--- config.mk ---
export PLATFORM = sky130hd
export DESIGN_NAME = load_adaptive_step_diag
export DESIGN_NICKNAME = d
export VERILOG_FILES = /design/src/design/adaptive_step_pkg.sv /design/src/design/pin_sync.sv /design/src/design/diag_out_drive.sv /design/src/design/load_adaptive_step_diag.sv
export SDC_FILE = /design/constraint.sdc
export NUM_CORES = 1
export LEC_CHECK = 0
export CAP_MARGIN = 20
export CORE_MARGIN = 1
export CORE_UTILIZATION = 47
export DETAILED_ROUTE_END_ITERATION = 10
export DONT_BUFFER_PORTS = 1
export GPL_ROUTABILITY_DRIVEN = 0
export GPL_TIMING_DRIVEN = 1
export HOLD_SLACK_MARGIN = 0.03
export PLACE_DENSITY = 0.61
export SETUP_SLACK_MARGIN = 0.4
export SLEW_MARGIN = 25
export SYNTH_ARGS = -nofsm -noshare
export SYNTH_HDL_FRONTEND = slang
export SYNTH_HIERARCHICAL = 1
export SYNTH_SLANG_ARGS = --single-unit
--- constraint.sdc ---
create_clock -name clk -period 5.8 [get_ports clk]
set_input_delay 0.87 -clock clk [delete_from_list [all_inputs] [get_ports clk]]
set_output_delay 0.87 -clock clk [all_outputs]
set_load 0.01 [all_outputs]
--- src/design/adaptive_step_pkg.sv ---
// constants shared by the load adaptive step and diagnostic output logic
package adaptive_step_pkg;

   // sequencer states
   typedef enum logic [1:0] {
      ST_NORMAL = 2'b00,
      ST_RUN = 2'b01,
      ST_WAIT = 2'b10
   } seq_state_e;

   // diagnostic source select codes
   localparam logic [1:0] DIAG_SRC_STALL = 2'h0;
   localparam logic [1:0] DIAG_SRC_INDEX = 2'h1;
   localparam logic [1:0] DIAG_SRC_CHOP_ON = 2'h2;
   localparam logic [1:0] DIAG_SRC_SKIPPED = 2'h3;

   // table positions in one fullstep; also the step buffer limit
   localparam logic [9:0] FULLSTEP_POS = 10'h100;
   // step input high length that overrides a wait, in system clocks
   localparam logic [10:0] LONG_STEP_CYC = 11'h401;
   // off time settings above this behave as this value in adaptive mode
   localparam logic [3:0] OFF_TIME_CAP = 4'h8;
   // load measurement saturation value
   localparam logic [15:0] LOAD_SAT = 16'h01FF;
   // stall limit grows by this shift per step of lower sensitivity
   localparam int STALL_SHIFT = 2;
   // widths of the counters
   localparam int WAIT_CNT_W = 16;
   localparam int LOST_W = 20;

   // values after reset
   localparam logic [9:0] MSCNT_RST = 10'h000;
   localparam logic [LOST_W-1:0] LOST_RST = 20'h00000;
   localparam logic [8:0] LOAD_RST = 9'h000;
   localparam logic [3:0] OFF_TIME_RST = 4'h0;

endpackage

--- src/design/pin_sync.sv ---
// two flip-flop synchroniser for a group of pin inputs
module pin_sync #(
   parameter int WIDTH = 1
) (
   // clock and reset
   input wire logic clk,
   input wire logic resetn,
   // asynchronous pins and their synchronised copies
   input wire logic [WIDTH-1:0] async_in,
   output logic [WIDTH-1:0] sync_out
);

   logic [WIDTH-1:0] meta_q;

   // first stage feeds only the second stage
   for (genvar i = 0; i < WIDTH; i++) begin : g_bit
      always_ff @(posedge clk or negedge resetn) begin
         if (!resetn) begin
            meta_q[i] <= 1'b0;
            sync_out[i] <= 1'b0;
         end else begin
            meta_q[i] <= async_in[i];
            sync_out[i] <= meta_q[i];
         end
      end
   end

endmodule // pin_sync

--- src/design/diag_out_drive.sv ---
// one diagnostic pin: source select and output type
module diag_out_drive #(
   parameter bit LOW_IN_RESET = 1'b0
) (
   // clock and reset
   input wire logic clk,
   input wire logic resetn,
   // configuration: source and push-pull type
   input wire logic [1:0] src_sel,
   input wire logic push_pull,
   // candidate source levels, active high
   input wire logic src_stall,
   input wire logic src_index,
   input wire logic src_chop_on,
   input wire logic src_skipped,
   // pin output and enable
   output logic pin_o,
   output logic pin_oe
);

   logic level;

   // source select
   always_comb begin
      if (src_sel == adaptive_step_pkg::DIAG_SRC_STALL) begin
         level = src_stall;
      end else if (src_sel == adaptive_step_pkg::DIAG_SRC_INDEX) begin
         level = src_index;
      end else if (src_sel == adaptive_step_pkg::DIAG_SRC_CHOP_ON) begin
         level = src_chop_on;
      end else begin
         level = src_skipped;
      end
   end

   // open drain low or push-pull high
   // first pin pulls low in reset
   always_ff @(posedge clk or negedge resetn) begin
      if (!resetn) begin
         pin_o <= 1'b0;
         pin_oe <= LOW_IN_RESET;
      end else if (push_pull) begin
         pin_o <= level;
         pin_oe <= 1'b1;
      end else begin
         pin_o <= 1'b0;
         pin_oe <= level; // drive low only when asserted
      end
   end

   property p_od_type;
      @(posedge clk) disable iff (!resetn)
      (!push_pull && level) |=> (pin_oe && !pin_o);
   endproperty
   a_od_type: assert property (p_od_type) else $error("open drain not pulled low");

endmodule // diag_out_drive

--- src/design/load_adaptive_step_diag.sv ---
// load adaptive step sequencer with diagnostic outputs
//
// Function
// - each diag pin has selectable source and open drain or push-pull type.
// - first diag pin is pulled low during power-on reset.
// - stall source shows detected motor stall like a stop switch.
// - index source is asserted while microstep counter is zero.
// - index lasts one microstep, possibly only one clock when buffered steps run back to back.
// - chopper on source shows on phase of both coils, alternating.
// - skipped source toggles for every commanded step not executed.
// - adaptive mode slows under overload, sets stall flag when blocked.
// - load measurement value readable in adaptive mode, range up to 511.
// - both high velocity flags force fullstep above the lower threshold.
// - off time settings 8 to 15 act as 8 in adaptive mode.
// - zero threshold disables; blocked motor still moves at threshold velocity.
// - adaptive mode disabled while the quiet chopper is active.
// - pulse width setting is the load measurement reference in clocks.
// - stall sensitivity setting governs stall detection, higher is more sensitive.
// - readable counter of commanded but unexecuted steps.
// - adaptive mode forces constant off time with slow decay.
// - force input high selects adaptive stepping.
// - ready low while motor cannot step; controller holds off steps.
// - waiting sequencer buffers steps up to one fullstep worth.
// - step held high over 1024 clocks executes regardless of ready.
// - sync input suspends execution and disables ready.
// - sync input acts when low, forcing ready low.
// - lost counter counts up or down by direction per skipped step.
module load_adaptive_step_diag (
   // clock and reset
   input wire logic clk,
   input wire logic resetn,
   // step interface pins from the motion controller
   input wire logic step_in,
   input wire logic dir_in,
   input wire logic adaptive_force_in,
   input wire logic step_wait_sync_in,
   output logic step_ready_out,
   // velocity and mode configuration
   input wire logic [22:0] adaptive_min_velocity,
   input wire logic [22:0] velocity_in,
   input wire logic quiet_chopper_active,
   input wire logic vhigh_fullstep_en,
   input wire logic vhigh_chopper_en,
   input wire logic [3:0] chopper_off_time,
   input wire logic [8:0] microstep_width,
   input wire logic [15:0] blocked_step_period,
   // load measurement configuration and motor feedback
   input wire logic [9:0] load_meas_pulse_width,
   input wire logic [7:0] adaptive_stall_sensitivity,
   input wire logic motor_step_done,
   input wire logic chop_on_a,
   input wire logic chop_on_b,
   // diagnostic pin configuration
   input wire logic [1:0] diag_first_src,
   input wire logic diag_first_push_pull,
   input wire logic [1:0] diag_second_src,
   input wire logic diag_second_push_pull,
   // diagnostic pins
   output logic diag_out_first_o,
   output logic diag_out_first_oe,
   output logic diag_out_second_o,
   output logic diag_out_second_oe,
   // status and chopper control
   output logic [9:0] mscnt_out,
   output logic [adaptive_step_pkg::LOST_W-1:0] lost_steps_out,
   output logic [8:0] load_value_out,
   output logic stall_flag_out,
   output logic adaptive_active_out,
   output logic fullstep_mode_out,
   output logic const_off_slow_decay_out,
   output logic [3:0] eff_off_time_out
);

   logic [3:0] pins_s;
   logic step_s;
   logic dir_s;
   logic force_s;
   logic sync_s;
   adaptive_step_pkg::seq_state_e st_q;
   logic step_prev_q;
   logic [10:0] step_high_q;
   logic [9:0] pend_q;
   logic [9:0] fs_acc_q;
   logic [adaptive_step_pkg::WAIT_CNT_W-1:0] wait_cnt_q;
   logic skip_q;
   logic chop_sel_q;
   logic chop_prev_q;
   logic chop_on_q;
   logic index_q;
   logic active_d;
   logic above_min;
   logic step_ev;
   logic override_ev;
   logic can_exec;
   logic [9:0] width10;
   logic [9:0] exec_amt;
   logic [9:0] avail;
   logic accept;
   logic lost_ev;
   logic fs_done;
   logic [15:0] stall_limit;
   logic stall_ev;
   logic chop_shown;

   // pins pass two flops before any logic reads them
   pin_sync #(
      .WIDTH(4)
   ) u_pin_sync (
      .clk(clk),
      .resetn(resetn),
      .async_in({step_in, dir_in, adaptive_force_in, step_wait_sync_in}),
      .sync_out(pins_s)
   );
   assign {step_s, dir_s, force_s, sync_s} = pins_s;

   // mode decision from velocity and force pin
   assign above_min = (adaptive_min_velocity != 23'h000000) && (velocity_in > adaptive_min_velocity);
   assign active_d = !quiet_chopper_active && (force_s || above_min);

   // step edge and long step override detection
   assign step_ev = step_s && !step_prev_q;
   assign override_ev = step_s && (step_high_q == adaptive_step_pkg::LONG_STEP_CYC);
   always_ff @(posedge clk or negedge resetn) begin
      if (!resetn) begin
         step_prev_q <= 1'b0;
         step_high_q <= 11'h000;
      end else begin
         step_prev_q <= step_s;
         if (!step_s) begin
            step_high_q <= 11'h000;
         end else if (step_high_q <= adaptive_step_pkg::LONG_STEP_CYC) begin
            step_high_q <= step_high_q + 11'h001; // stops past the limit: one override
         end
      end
   end

   // step buffer arithmetic, in table positions
   assign width10 = {1'b0, microstep_width};
   assign can_exec = sync_s && (st_q != adaptive_step_pkg::ST_WAIT);
   assign exec_amt = !can_exec ? 10'h000 : ((pend_q >= width10) ? width10 : pend_q);
   assign avail = pend_q - exec_amt;
   assign accept = step_ev && ((avail + width10) <= adaptive_step_pkg::FULLSTEP_POS);
   assign lost_ev = step_ev && !accept;
   assign fs_done = (st_q == adaptive_step_pkg::ST_RUN) && (exec_amt != 10'h000) &&
      ((fs_acc_q + exec_amt) >= adaptive_step_pkg::FULLSTEP_POS);

   // pending positions and microstep counter
   always_ff @(posedge clk or negedge resetn) begin
      if (!resetn) begin
         pend_q <= 10'h000;
         mscnt_out <= adaptive_step_pkg::MSCNT_RST;
      end else begin
         pend_q <= accept ? (avail + width10) : avail;
         if (dir_s) begin
            mscnt_out <= mscnt_out - exec_amt;
         end else begin
            mscnt_out <= mscnt_out + exec_amt;
         end
      end
   end

   // position within the current fullstep
   always_ff @(posedge clk or negedge resetn) begin
      if (!resetn) begin
         fs_acc_q <= 10'h000;
      end else if (st_q != adaptive_step_pkg::ST_RUN || fs_done) begin
         fs_acc_q <= 10'h000;
      end else begin
         fs_acc_q <= fs_acc_q + exec_amt;
      end
   end

   // sequencer: wait for the motor after each executed fullstep
   // slow down instead of stalling
   always_ff @(posedge clk or negedge resetn) begin
      if (!resetn) begin
         st_q <= adaptive_step_pkg::ST_NORMAL;
      end else if (!active_d) begin
         st_q <= adaptive_step_pkg::ST_NORMAL;
      end else begin
         case (st_q)
            adaptive_step_pkg::ST_NORMAL: begin
               st_q <= adaptive_step_pkg::ST_RUN;
            end
            adaptive_step_pkg::ST_RUN: begin
               if (fs_done) begin
                  st_q <= adaptive_step_pkg::ST_WAIT;
               end
            end
            adaptive_step_pkg::ST_WAIT: begin
               if (motor_step_done || override_ev || (wait_cnt_q >= blocked_step_period)) begin
                  st_q <= adaptive_step_pkg::ST_RUN;
               end
            end
            default: begin
               st_q <= adaptive_step_pkg::ST_NORMAL;
            end
         endcase
      end
   end

   // wait counter doubles as the load measurement
   always_ff @(posedge clk or negedge resetn) begin
      if (!resetn) begin
         wait_cnt_q <= '0;
      end else if (st_q != adaptive_step_pkg::ST_WAIT) begin
         wait_cnt_q <= '0;
      end else if (wait_cnt_q != '1) begin
         wait_cnt_q <= wait_cnt_q + 16'h0001;
      end
   end

   // reference pulse width sets the base
   assign stall_limit = {6'h00, load_meas_pulse_width} +
      {6'h00, ~adaptive_stall_sensitivity, 2'h0};
   assign stall_ev = (st_q == adaptive_step_pkg::ST_WAIT) && (wait_cnt_q == stall_limit);

   // load value captured per motor step
   always_ff @(posedge clk or negedge resetn) begin
      if (!resetn) begin
         load_value_out <= adaptive_step_pkg::LOAD_RST;
      end else if ((st_q == adaptive_step_pkg::ST_WAIT) && motor_step_done) begin
         if (wait_cnt_q > adaptive_step_pkg::LOAD_SAT) begin
            load_value_out <= adaptive_step_pkg::LOAD_SAT[8:0];
         end else begin
            load_value_out <= wait_cnt_q[8:0];
         end
      end
   end

   // stall flag, set wins over the clear
   always_ff @(posedge clk or negedge resetn) begin
      if (!resetn) begin
         stall_flag_out <= 1'b0;
      end else if (stall_ev) begin
         stall_flag_out <= 1'b1;
      end else if (motor_step_done || !active_d) begin
         stall_flag_out <= 1'b0;
      end
   end

   always_ff @(posedge clk or negedge resetn) begin
      if (!resetn) begin
         lost_steps_out <= adaptive_step_pkg::LOST_RST;
         skip_q <= 1'b0;
      end else if (lost_ev) begin
         skip_q <= !skip_q;
         if (dir_s) begin
            lost_steps_out <= lost_steps_out - 20'h00001;
         end else begin
            lost_steps_out <= lost_steps_out + 20'h00001;
         end
      end
   end

   // ready low while waiting for the motor
   always_ff @(posedge clk or negedge resetn) begin
      if (!resetn) begin
         step_ready_out <= 1'b0;
      end else begin
         step_ready_out <= sync_s && (st_q != adaptive_step_pkg::ST_WAIT);
      end
   end

   // chopper control outputs
   // constant off time, slow decay
   always_ff @(posedge clk or negedge resetn) begin
      if (!resetn) begin
         adaptive_active_out <= 1'b0;
         const_off_slow_decay_out <= 1'b0;
         fullstep_mode_out <= 1'b0;
         eff_off_time_out <= adaptive_step_pkg::OFF_TIME_RST;
      end else begin
         adaptive_active_out <= active_d;
         const_off_slow_decay_out <= active_d;
         fullstep_mode_out <= active_d && vhigh_fullstep_en && vhigh_chopper_en && above_min;
         if (active_d && (chopper_off_time > adaptive_step_pkg::OFF_TIME_CAP)) begin
            eff_off_time_out <= adaptive_step_pkg::OFF_TIME_CAP;
         end else begin
            eff_off_time_out <= chopper_off_time;
         end
      end
   end

   // alternate coils at the end of each on phase
   // quiet chopper has no on phase to show, so the source stays low
   assign chop_shown = chop_sel_q ? chop_on_b : chop_on_a;
   always_ff @(posedge clk or negedge resetn) begin
      if (!resetn) begin
         chop_sel_q <= 1'b0;
         chop_prev_q <= 1'b0;
         chop_on_q <= 1'b0;
      end else begin
         chop_prev_q <= chop_shown;
         chop_on_q <= chop_shown && !quiet_chopper_active;
         if (chop_prev_q && !chop_shown) begin
            chop_sel_q <= !chop_sel_q;
         end
      end
   end

   always_ff @(posedge clk or negedge resetn) begin
      if (!resetn) begin
         index_q <= 1'b0;
      end else begin
         index_q <= (mscnt_out == 10'h000);
      end
   end

   // both pins with own source and type
   diag_out_drive #(
      .LOW_IN_RESET(1'b1)
   ) u_diag_first (
      .clk(clk),
      .resetn(resetn),
      .src_sel(diag_first_src),
      .push_pull(diag_first_push_pull),
      .src_stall(stall_flag_out),
      .src_index(index_q),
      .src_chop_on(chop_on_q),
      .src_skipped(skip_q),
      .pin_o(diag_out_first_o),
      .pin_oe(diag_out_first_oe)
   );

   diag_out_drive #(
      .LOW_IN_RESET(1'b0)
   ) u_diag_second (
      .clk(clk),
      .resetn(resetn),
      .src_sel(diag_second_src),
      .push_pull(diag_second_push_pull),
      .src_stall(stall_flag_out),
      .src_index(index_q),
      .src_chop_on(chop_on_q),
      .src_skipped(skip_q),
      .pin_o(diag_out_second_o),
      .pin_oe(diag_out_second_oe)
   );

   // checks on the sequencer and its outputs
   property p_wait_ready;
      @(posedge clk) disable iff (!resetn)
      (st_q == adaptive_step_pkg::ST_WAIT) |=> !step_ready_out;
   endproperty
   a_wait_ready: assert property (p_wait_ready) else $error("ready high while waiting");

   property p_sync_ready;
      @(posedge clk) disable iff (!resetn)
      !sync_s |=> !step_ready_out;
   endproperty
   a_sync_ready: assert property (p_sync_ready) else $error("ready high while sync low");

   property p_idle_ready;
      @(posedge clk) disable iff (!resetn)
      (sync_s && st_q == adaptive_step_pkg::ST_NORMAL) |=> step_ready_out;
   endproperty
   a_idle_ready: assert property (p_idle_ready) else $error("ready low outside adaptive");

   property p_quiet_off;
      @(posedge clk) disable iff (!resetn)
      quiet_chopper_active |=> (!adaptive_active_out && !const_off_slow_decay_out);
   endproperty
   a_quiet_off: assert property (p_quiet_off) else $error("adaptive with quiet chopper");

   property p_off_cap;
      @(posedge clk) disable iff (!resetn)
      (active_d && chopper_off_time > 4'h8) |=> (eff_off_time_out == 4'h8);
   endproperty
   a_off_cap: assert property (p_off_cap) else $error("off time not capped");

   property p_buffer_limit;
      @(posedge clk) disable iff (!resetn)
      pend_q <= 10'h100;
   endproperty
   a_buffer_limit: assert property (p_buffer_limit) else $error("buffer over one fullstep");

   property p_lost_count;
      @(posedge clk) disable iff (!resetn)
      (lost_ev && !dir_s) |=> (lost_steps_out == $past(lost_steps_out) + 20'h00001);
   endproperty
   a_lost_count: assert property (p_lost_count) else $error("lost count not raised");

   property p_skip_toggle;
      @(posedge clk) disable iff (!resetn)
      lost_ev |=> (skip_q != $past(skip_q));
   endproperty
   a_skip_toggle: assert property (p_skip_toggle) else $error("skip output not toggled");

   property p_override;
      @(posedge clk) disable iff (!resetn)
      (override_ev && active_d && st_q == adaptive_step_pkg::ST_WAIT) |=>
         (st_q == adaptive_step_pkg::ST_RUN);
   endproperty
   a_override: assert property (p_override) else $error("long step did not end wait");

   property p_stall_set;
      @(posedge clk) disable iff (!resetn)
      stall_ev |=> stall_flag_out;
   endproperty
   a_stall_set: assert property (p_stall_set) else $error("stall flag not set");

endmodule // load_adaptive_step_diag

==> impl_results.md, run 1 <==
- Status: complete, no violations
- Cells after synthesis: ~940
- PwrDens: roughly 590 mW/mm2
- Leakage: roughly 4.7 nW
- Sequential area share after synthesis: 0.3295
- Sort of element at the end of the critical path: register
- Average wire length per cell after detail routing: between 15 and 20 um
- Share of synthesized flip-flops with an asynchronous set or reset: 1.000
- Number of global-route vias before repair: around 6.4k
- Hold Slack: 0.1458 ns
- Share of layout cells above drive strength 1: 0.09213
- Tot GR Track Use: 0.2080
- Post-DP HPWL: approximately 14 mm
- Unrepaired setup endpoints after global routing: no
- Least-Margin Pin Slew: 0.7019 ns
- Via count: about 6.7k
- Int Power: about 0.0033 W
- Type of the most critical hold path: in -> async
- Placeable core area: approximately 0.018 mm2
- Number of warnings issued by yosys: 6
- Distinct cell type count after synthesis: 67
- DRC violation total after the first TritonRoute iteration: ~290
- CTS Buf Count: 17
- Area added between synthesis and finish: 12.64%
- Fin. max-slew vios: 0
- Relative slew slack: 0.5278
- Routed Wire Length: about 19 mm
- Depth of the CTS H-tree: 4
- Non-filler instance count after layout: between 1k and 1.5k
- Comb power frac: 0.578
- Utilization of the core after routing: 0.5413
- Final setup vio count: 0
- Crit path max fanout: 18
- Initial Util: 0.4806
- Category of the critical setup timing path: reg -> reg
- Wire length of the first global-routing pass: between 30 and 40 mm
- CTS hold repair buffers: 0
- Net Sw Frac: 0.4226
- Number of buffer cells added on primary ports: 0
- Rows: 49
- Number of antenna cells inserted: 0
- Die Footprint: between 0.015 and 0.02 mm2
- Final sum of negative setup slack: 0 ns
- Detailed-routing iteration count for the pre-antenna-repair pass: 4
- Commonest non-fill, non-tap cell in the layout: ha_1
- Placed cells: ~1.2k
- Net count of the mapped netlist: 1,168
- Total grt overflow: 0
- Most frequent cells in the layout: ha_1, dfrtp_1, inv_1, nor2_1, xnor2_1
- Setup crit start kind: register
- Number of fill cells: about 1.7k
- Most used flip-flop cell after synthesis: dfrtp_1
- Largest clock skew in the final design: 0.008858 ns
- Clock input transition at the sequential cells of the worst setup and hold paths: approximately 0.06 ns
- TritonCTS clock tree: yes
- Max-Cap Viols: 0
- Cell area after technology mapping: between 0.008 and 0.009 mm2
- Number of buffers on the longest clock path: 2
- Vias per cell: approximately 5.6
- Net switching power of the design: 0.002436 W
- # nets final: about 1.2k
- Seq cells post-synth: ~110
- IR drop worst, VDD: 0.3567 mV
- Initial antenna violation count: 1
- Die extent in y: between 100 and 150 um
- CP Data Required Time: about 6.1 ns
- Latest clock arrival within the worst-skew pair: 0.42 ns
- Antenna Violating Nets Remaining: 0
- Largest net degree at the start of global routing: roughly 120
- Min cycle time layout: just over 5 ns
- Highest achievable clock rate: a little under 200 MHz
- Clock root cell: clkbuf_16
- CTS sink count: 114
- Residual DRC: 0
- Critical path arrival: between 5 and 6 ns
- Boundary Pins: around 160
- Number of enable flip-flop cells after synthesis: 0
- DIE WIDTH: roughly 140 um
- Part of the total power dissipated in sequential elements: 0.232
- Final count of hold timing violations: 0
- Syn avg cell area: 9.264 um2
- Clock network fraction of design power: 0.191
- Period utilisation layout: 0.8895
## final cells by class
type                       instances  area, um2  area share
multi-input combinational        708       5474      0.5610
sequential                       114       2854      0.2925
clock buffer                      18      439.2     0.04501
inverter                          96      360.3     0.03693
tap                              229      286.5     0.02937
clock inverter                    14      176.4     0.01808
timing repair buffer              16      166.4     0.01706
## cell families after synthesis
family	after synthesis	share of synthesized area
AND/OR/NAND/NOR	269	0.1612
AO/OA/AOI/OAI	207	0.1585
adder cells (fa/ha/maj)	122	0.1814
flip-flops	114	0.3295
buffers and inverters	113	0.05113
XOR/XNOR	89	0.08999
multiplexers	21	0.02831
## state kept, by name, indices dropped and copies added (netlist names), 2 cells and up
signal	cells
eff_off_time_out	4
fs_acc_q	10
load_value_out	9
lost_steps_out	20
mscnt_out	10
pend_q	10
st_q	2
step_high_q	11
u_pin_sync/meta_q	4
u_pin_sync/sync_out	4
wait_cnt_q	16
## power groups by stage
stage | Clock [W] | Sequential, W | Combinational [W]
after detailed placement | 0 | 0.00135 | 0.00301
after global placement | 0 | 0.00135 | 0.00298
after floorplan | 0 | 0.00127 | 0.00248
after CTS | 0.00112 | 0.00134 | 0.00303
after global routing | 0.00115 | 0.00138 | 0.00375
final | 0.00110 | 0.00134 | 0.00333
## worst max-delay path, cell delays in order (launching register included)
cell	delay, ns
dfrtp_1	0.39
inv_1	0.11
ha_1	0.23
nand2b_1	0.14
a21o_1	0.17
a21o_1	0.21
a21o_1	0.21
o21ai_0	0.17
a21o_1	0.16
inv_1	0.10
ha_1	0.21
inv_1	0.07
fa_2	0.47
ha_1	0.30
a211oi_2	0.22
o21bai_1	0.13
or3_1	0.37
a31oi_4	0.22
o21ai_0	0.14
xnor2_1	0.28
o21ai_2	0.08
buf_4	0.17
buf_12	0.13
clkbuf_16	0.16
o31ai_1	0.24
## metal layers
metal | wire length (um) | track usage | up-vias
met5 | 11 | 0 | -
met4 | 308 | 0.06280 | 2
met3 | 949 | 0.04820 | 26
met2 | 9313 | 0.3515 | 183
met1 | 8629 | 0.2622 | 3128
li1 | - | - | 3355
## synth_stat cells (12+ instances only)
cell type	n	area share
nand2_1	50	0.022
nor2_1	64	0.028
and2_1	12	0.0087
xnor2_1	57	0.058
o21ai_0	44	0.025
nor4_1	13	0.0094
a21oi_1	47	0.027
nand3_1	24	0.014
dfrtp_1	113	0.33
inv_1	96	0.042
or4_1	14	0.012
nor3_1	21	0.012
o21a_1	12	0.010
a21o_1	31	0.027
ha_1	116	0.17
nor2b_1	16	0.012
xor2_1	32	0.032
nand2b_1	13	0.0094
nand4_1	12	0.0087
## per-stage QoR
step | cell area, um2 | power [W] | setup slack (ns)
2_1_floorplan | 8662 | 0.003751 | 0.4336
3_3_place_gp | 8965 | 0.004329 | 0.1597
3_5_place_dp | 8965 | 0.004360 | 0.07160
4_1_cts | 9580 | 0.005488 | 0.4471
5_1_grt | 9757 | 0.006277 | 0.3544
6_report | 9757 | 0.005763 | 0.6407
## final timing paths
| check | start | endpoint | slack, ns | cells past startpoint |
|---|---|---|---|---|
| min in group clk | u_pin_sync/meta_q[3]$_DFF_PN0_ | u_pin_sync/sync_out[3]$_DFF_PN0_ | 0.35 | 0 |
| hold reg to reg | u_pin_sync/meta_q[3]$_DFF_PN0_ | u_pin_sync/sync_out[3]$_DFF_PN0_ | 0.35 | 0 |
| setup reg to reg | pend_q[0]$_DFF_PN0_ | lost_steps_out[6]$_DFFE_PN0P_ | 0.64 | 24 |
| hold / removal | resetn | pend_q[3]$_DFF_PN0_ | 0.15 | 0 |
| setup / recovery | pend_q[0]$_DFF_PN0_ | lost_steps_out[6]$_DFFE_PN0P_ | 0.64 | 24 |
| max in group asynchronous | resetn | u_diag_first/pin_oe$_DFF_PN1_ | 5.40 | 0 |
## timing repair
| item | 4_1_cts | 5_1_grt |
|---|---|---|
| buffers inserted | 0 | 4 |
| endpoints found under the hold margin | 0 | 0 |
| endpoints found under the setup margin | 0 | 31 |
| gates resized for setup | 0 | 19 |
Note: power is estimated with default switching activity, not from simulation.
==> inputs of run 2 (changes only) <==
==> constraint.sdc (replaced) <==
create_clock -name clk -period 5.9 [get_ports clk]
set_input_delay 0.885 -clock clk [delete_from_list [all_inputs] [get_ports clk]]
set_output_delay 0.885 -clock clk [all_outputs]
set_load 0.02 [all_outputs]
==> run 2 against run 1 <==
  * Design area is 1.7% lower
  * Global-route usage decreased by 0.28 points
  * Hold slack improved by 0.016 ns
  * Wire length decreased by 1.8%
  * Combinational power shrank 6.9%
  * Register-to-register slack improved by 0.11 ns
  * Sequential share of layout area rose by 0.52 points
  * First-iteration DRC count increased by 2.8%
  * Cell count shrank 0.50%
  * Critical path type is now in -> reg
  * Largest power group unchanged
  * Highest routed layer unchanged
==> impl_results.md, run 2 (same netlist as run 1, synthesis figures left out) <==
- DIE WIDTH: 137.8 um (unchanged)
- Detailed-routing iteration count for the pre-antenna-repair pass: 4 (unchanged)
- IR drop worst, VDD: 0.3875 mV (was 0.3567 mV)
- Fin. max-slew vios: 0 (unchanged)
- Highest achievable clock rate: 193.8 MHz
- Area added between synthesis and finish: 10.67% (was 12.64%)
- Average wire length per cell after detail routing: 15.87 um (was 16.08 um)
- Critical path arrival: 5.49 ns (was 5.48 ns)
- Final count of hold timing violations: 0 (unchanged)
- Die Footprint: 0.01898 mm2 (unchanged)
- Routed Wire Length: 18.87 mm (was 19.21 mm)
- Crit path max fanout: 37 (was 18)
- CP Data Required Time: 6.23 ns (was 6.12 ns)
- Type of the most critical hold path: in -> async (unchanged)
- Rows: 49 (unchanged)
- Number of antenna cells inserted: 0 (unchanged)
- Number of global-route vias before repair: 6,327 (was 6,438)
- Depth of the CTS H-tree: 4 (unchanged)
- Share of layout cells above drive strength 1: 0.08021 (was 0.09213)
- Initial antenna violation count: 1 (unchanged)
- Utilization of the core after routing: 0.5319 (was 0.5413)
- Initial Util: 0.4806 (unchanged)
- # nets final: 1,180 (was 1,186)
- Chain of cells forming the critical path: ha_1 -> nand2b_1 -> a21o_1 -> a21o_1 -> a21oi_2 -> nand3_1 -> a21o_1 -> inv_1 -> ha_1 -> inv_1 -> fa_1 -> ha_1 -> a211oi_2 -> nor2_1 -> xor2_1 -> or4_1 -> nor3_1 -> a31oi_2 -> o21ai_2 -> buf_12 -> nor3_1 -> a32oi_1 (was inv_1 -> ha_1 -> nand2b_1 -> a21o_1 -> a21o_1 -> a21o_1 -> o21ai_0 -> a21o_1 -> inv_1 -> ha_1 -> inv_1 -> fa_2 -> ha_1 -> a211oi_2 -> o21bai_1 -> or3_1 -> a31oi_4 -> o21ai_0 -> xnor2_1 -> o21ai_2 -> buf_4 -> buf_12 -> clkbuf_16 -> o31ai_1)
- Register with the most flip-flops: lost_steps_out (unchanged)
- Clock root cell: clkbuf_16 (unchanged)
- Post-DP HPWL: 14.38 mm (was 14.30 mm)
- Number of buffers on the longest clock path: 2 (unchanged)
- Final sum of negative setup slack: 0 ns (unchanged)
- Boundary Pins: 163 (unchanged)
- TritonCTS clock tree: yes (unchanged)
- Antenna Violating Nets Remaining: 0 (unchanged)
- DRC violation total after the first TritonRoute iteration: 296 (was 288)
- Setup crit start kind: input port (was register)
- Placed cells: 1,155 (was 1,158)
- Number of buffer cells added on primary ports: 0 (unchanged)
- Leakage: 4.615 nW (was 4.694 nW)
- Status: complete, no violations (unchanged)
- Via count: 6,545 (was 6,694)
- Reg-to-reg slack, setup: 0.75 ns (was 0.64 ns)
- Max-Cap Viols: 0 (unchanged)
- Least-Margin Pin Slew: 0.7283 ns (was 0.7019 ns)
- Largest net degree at the start of global routing: 115 (unchanged)
- Sort of element at the end of the critical path: register (unchanged)
- Wire length of the first global-routing pass: 30.41 mm (was 30.78 mm)
- PwrDens: 576.3 mW/mm2 (was 590.7 mW/mm2)
- Number of flip-flops under the largest register name: 20 (unchanged)
- Die extent in y: 137.8 um (unchanged)
- Largest registers in the final layout: lost_steps_out (20), wait_cnt_q (16), step_high_q (11) (unchanged)
- Clock input transition at the sequential cells of the worst setup and hold paths: 0.06 ns (about the same)
- Number of fill cells: 1,664 (was 1,663)
- Placeable core area: 0.01802 mm2 (unchanged)
- Critical Path Max Stage Delay: 0.51 ns (was 0.47 ns)
- CTS sink count: 114 (unchanged)
- Critical-path top delay cell: fa_1 (was fa_2)
- Residual DRC: 0 (unchanged)
- Final setup vio count: 0 (unchanged)
- Unrepaired setup endpoints after global routing: no (unchanged)
- Latest clock arrival within the worst-skew pair: 0.42 ns (about the same)
- Vias per cell: 5.505 (was 5.602)
- Largest clock skew in the final design: 0.01043 ns (was 0.008858 ns)
- Most frequent cells in the layout: ha_1, dfrtp_1, inv_1, nor2_1, xnor2_1 (unchanged)
- Total grt overflow: 0 (unchanged)
- Hold Slack: 0.1614 ns (was 0.1458 ns)
- Relative slew slack: 0.5145 (was 0.5278)
- Category of the critical setup timing path: in -> reg (was reg -> reg)
- Period utilisation layout: 0.8747
- Min cycle time layout: between 5 and 6 ns
- Tot GR Track Use: 0.2052 (was 0.2080)
- Non-filler instance count after layout: 1,189 (was 1,195)
- CTS Buf Count: 17 (unchanged)
- Commonest non-fill, non-tap cell in the layout: ha_1 (unchanged)
run 2: final timing paths:
path                                                startpoint                               end  depth (start not counted)
worst max-delay path                        microstep_width[0]    lost_steps_out[18]$_DFFE_PN0P_                         22
worst min-delay path                                    resetn               pend_q[2]$_DFF_PN0_                          0
worst max register to register             pend_q[0]$_DFF_PN0_    lost_steps_out[18]$_DFFE_PN0P_                         23
worst min register to register  u_pin_sync/meta_q[2]$_DFF_PN0_  u_pin_sync/sync_out[2]$_DFF_PN0_                          0
max in group asynchronous                               resetn     u_diag_first/pin_oe$_DFF_PN1_                          0
min in group clk                u_pin_sync/meta_q[2]$_DFF_PN0_  u_pin_sync/sync_out[2]$_DFF_PN0_                          0
run 2: power by group:
group / switching, W / total (W) / internal [W]
Clock: 0.000419 / 0.00101 / 0.000590
Combinational: 0.00164 / 0.00310 / 0.00146
Sequential: 0.000391 / 0.00142 / 0.00103
run 2: repair_timing:
item	4_1_cts	5_1_grt
buffers inserted	0	2
endpoints found under the setup margin	0	31
hold buffers	0	0
hold endpoints to repair	0	0
gates resized for setup	0	12
run 2: layer usage:
layer  up-vias  GRT usage  share of wire  routed length, um
li1       3335          -              -                  -
met1      3050     0.2646           0.46               8710
met2       142     0.3442           0.48               9045
met3        16    0.04599          0.048                911
met4         2    0.05435         0.0099                186
met5         -          0        0.00069                 13
run 2: through the flow:
step           cell area [um2]  setup WS, ns  total power, W
2_1_floorplan             8662        0.5186        0.003793
3_3_place_gp              8942        0.2269        0.004320
3_5_place_dp              8942        0.1521        0.004374
4_1_cts                   9513        0.5512        0.005413
5_1_grt                   9587        0.3935        0.006022
6_report                  9587        0.7396        0.005525
run 2: cell type report:
type | instances | area, um2 | area share
Tap cell | 229 | 286.5 | 0.02989
Inverter | 96 | 360.3 | 0.03759
Clock buffer | 17 | 425.4 | 0.04437
Multi-Input combinational cell | 708 | 5424 | 0.5658
Clock inverter | 15 | 145.1 | 0.01514
Sequential cell | 114 | 2854 | 0.2977
Timing Repair Buffer | 10 | 91.34 | 0.009528
run 2: worst max-delay path, delay by kind of cell:
kind,cells,cell delay (ns)
buffers and inverters,3,0.43
adder cells (fa/ha/maj),4,1.28
XOR/XNOR,1,0.15
AND/OR/NAND/NOR,6,1.08
AO/OA/AOI/OAI,8,1.66
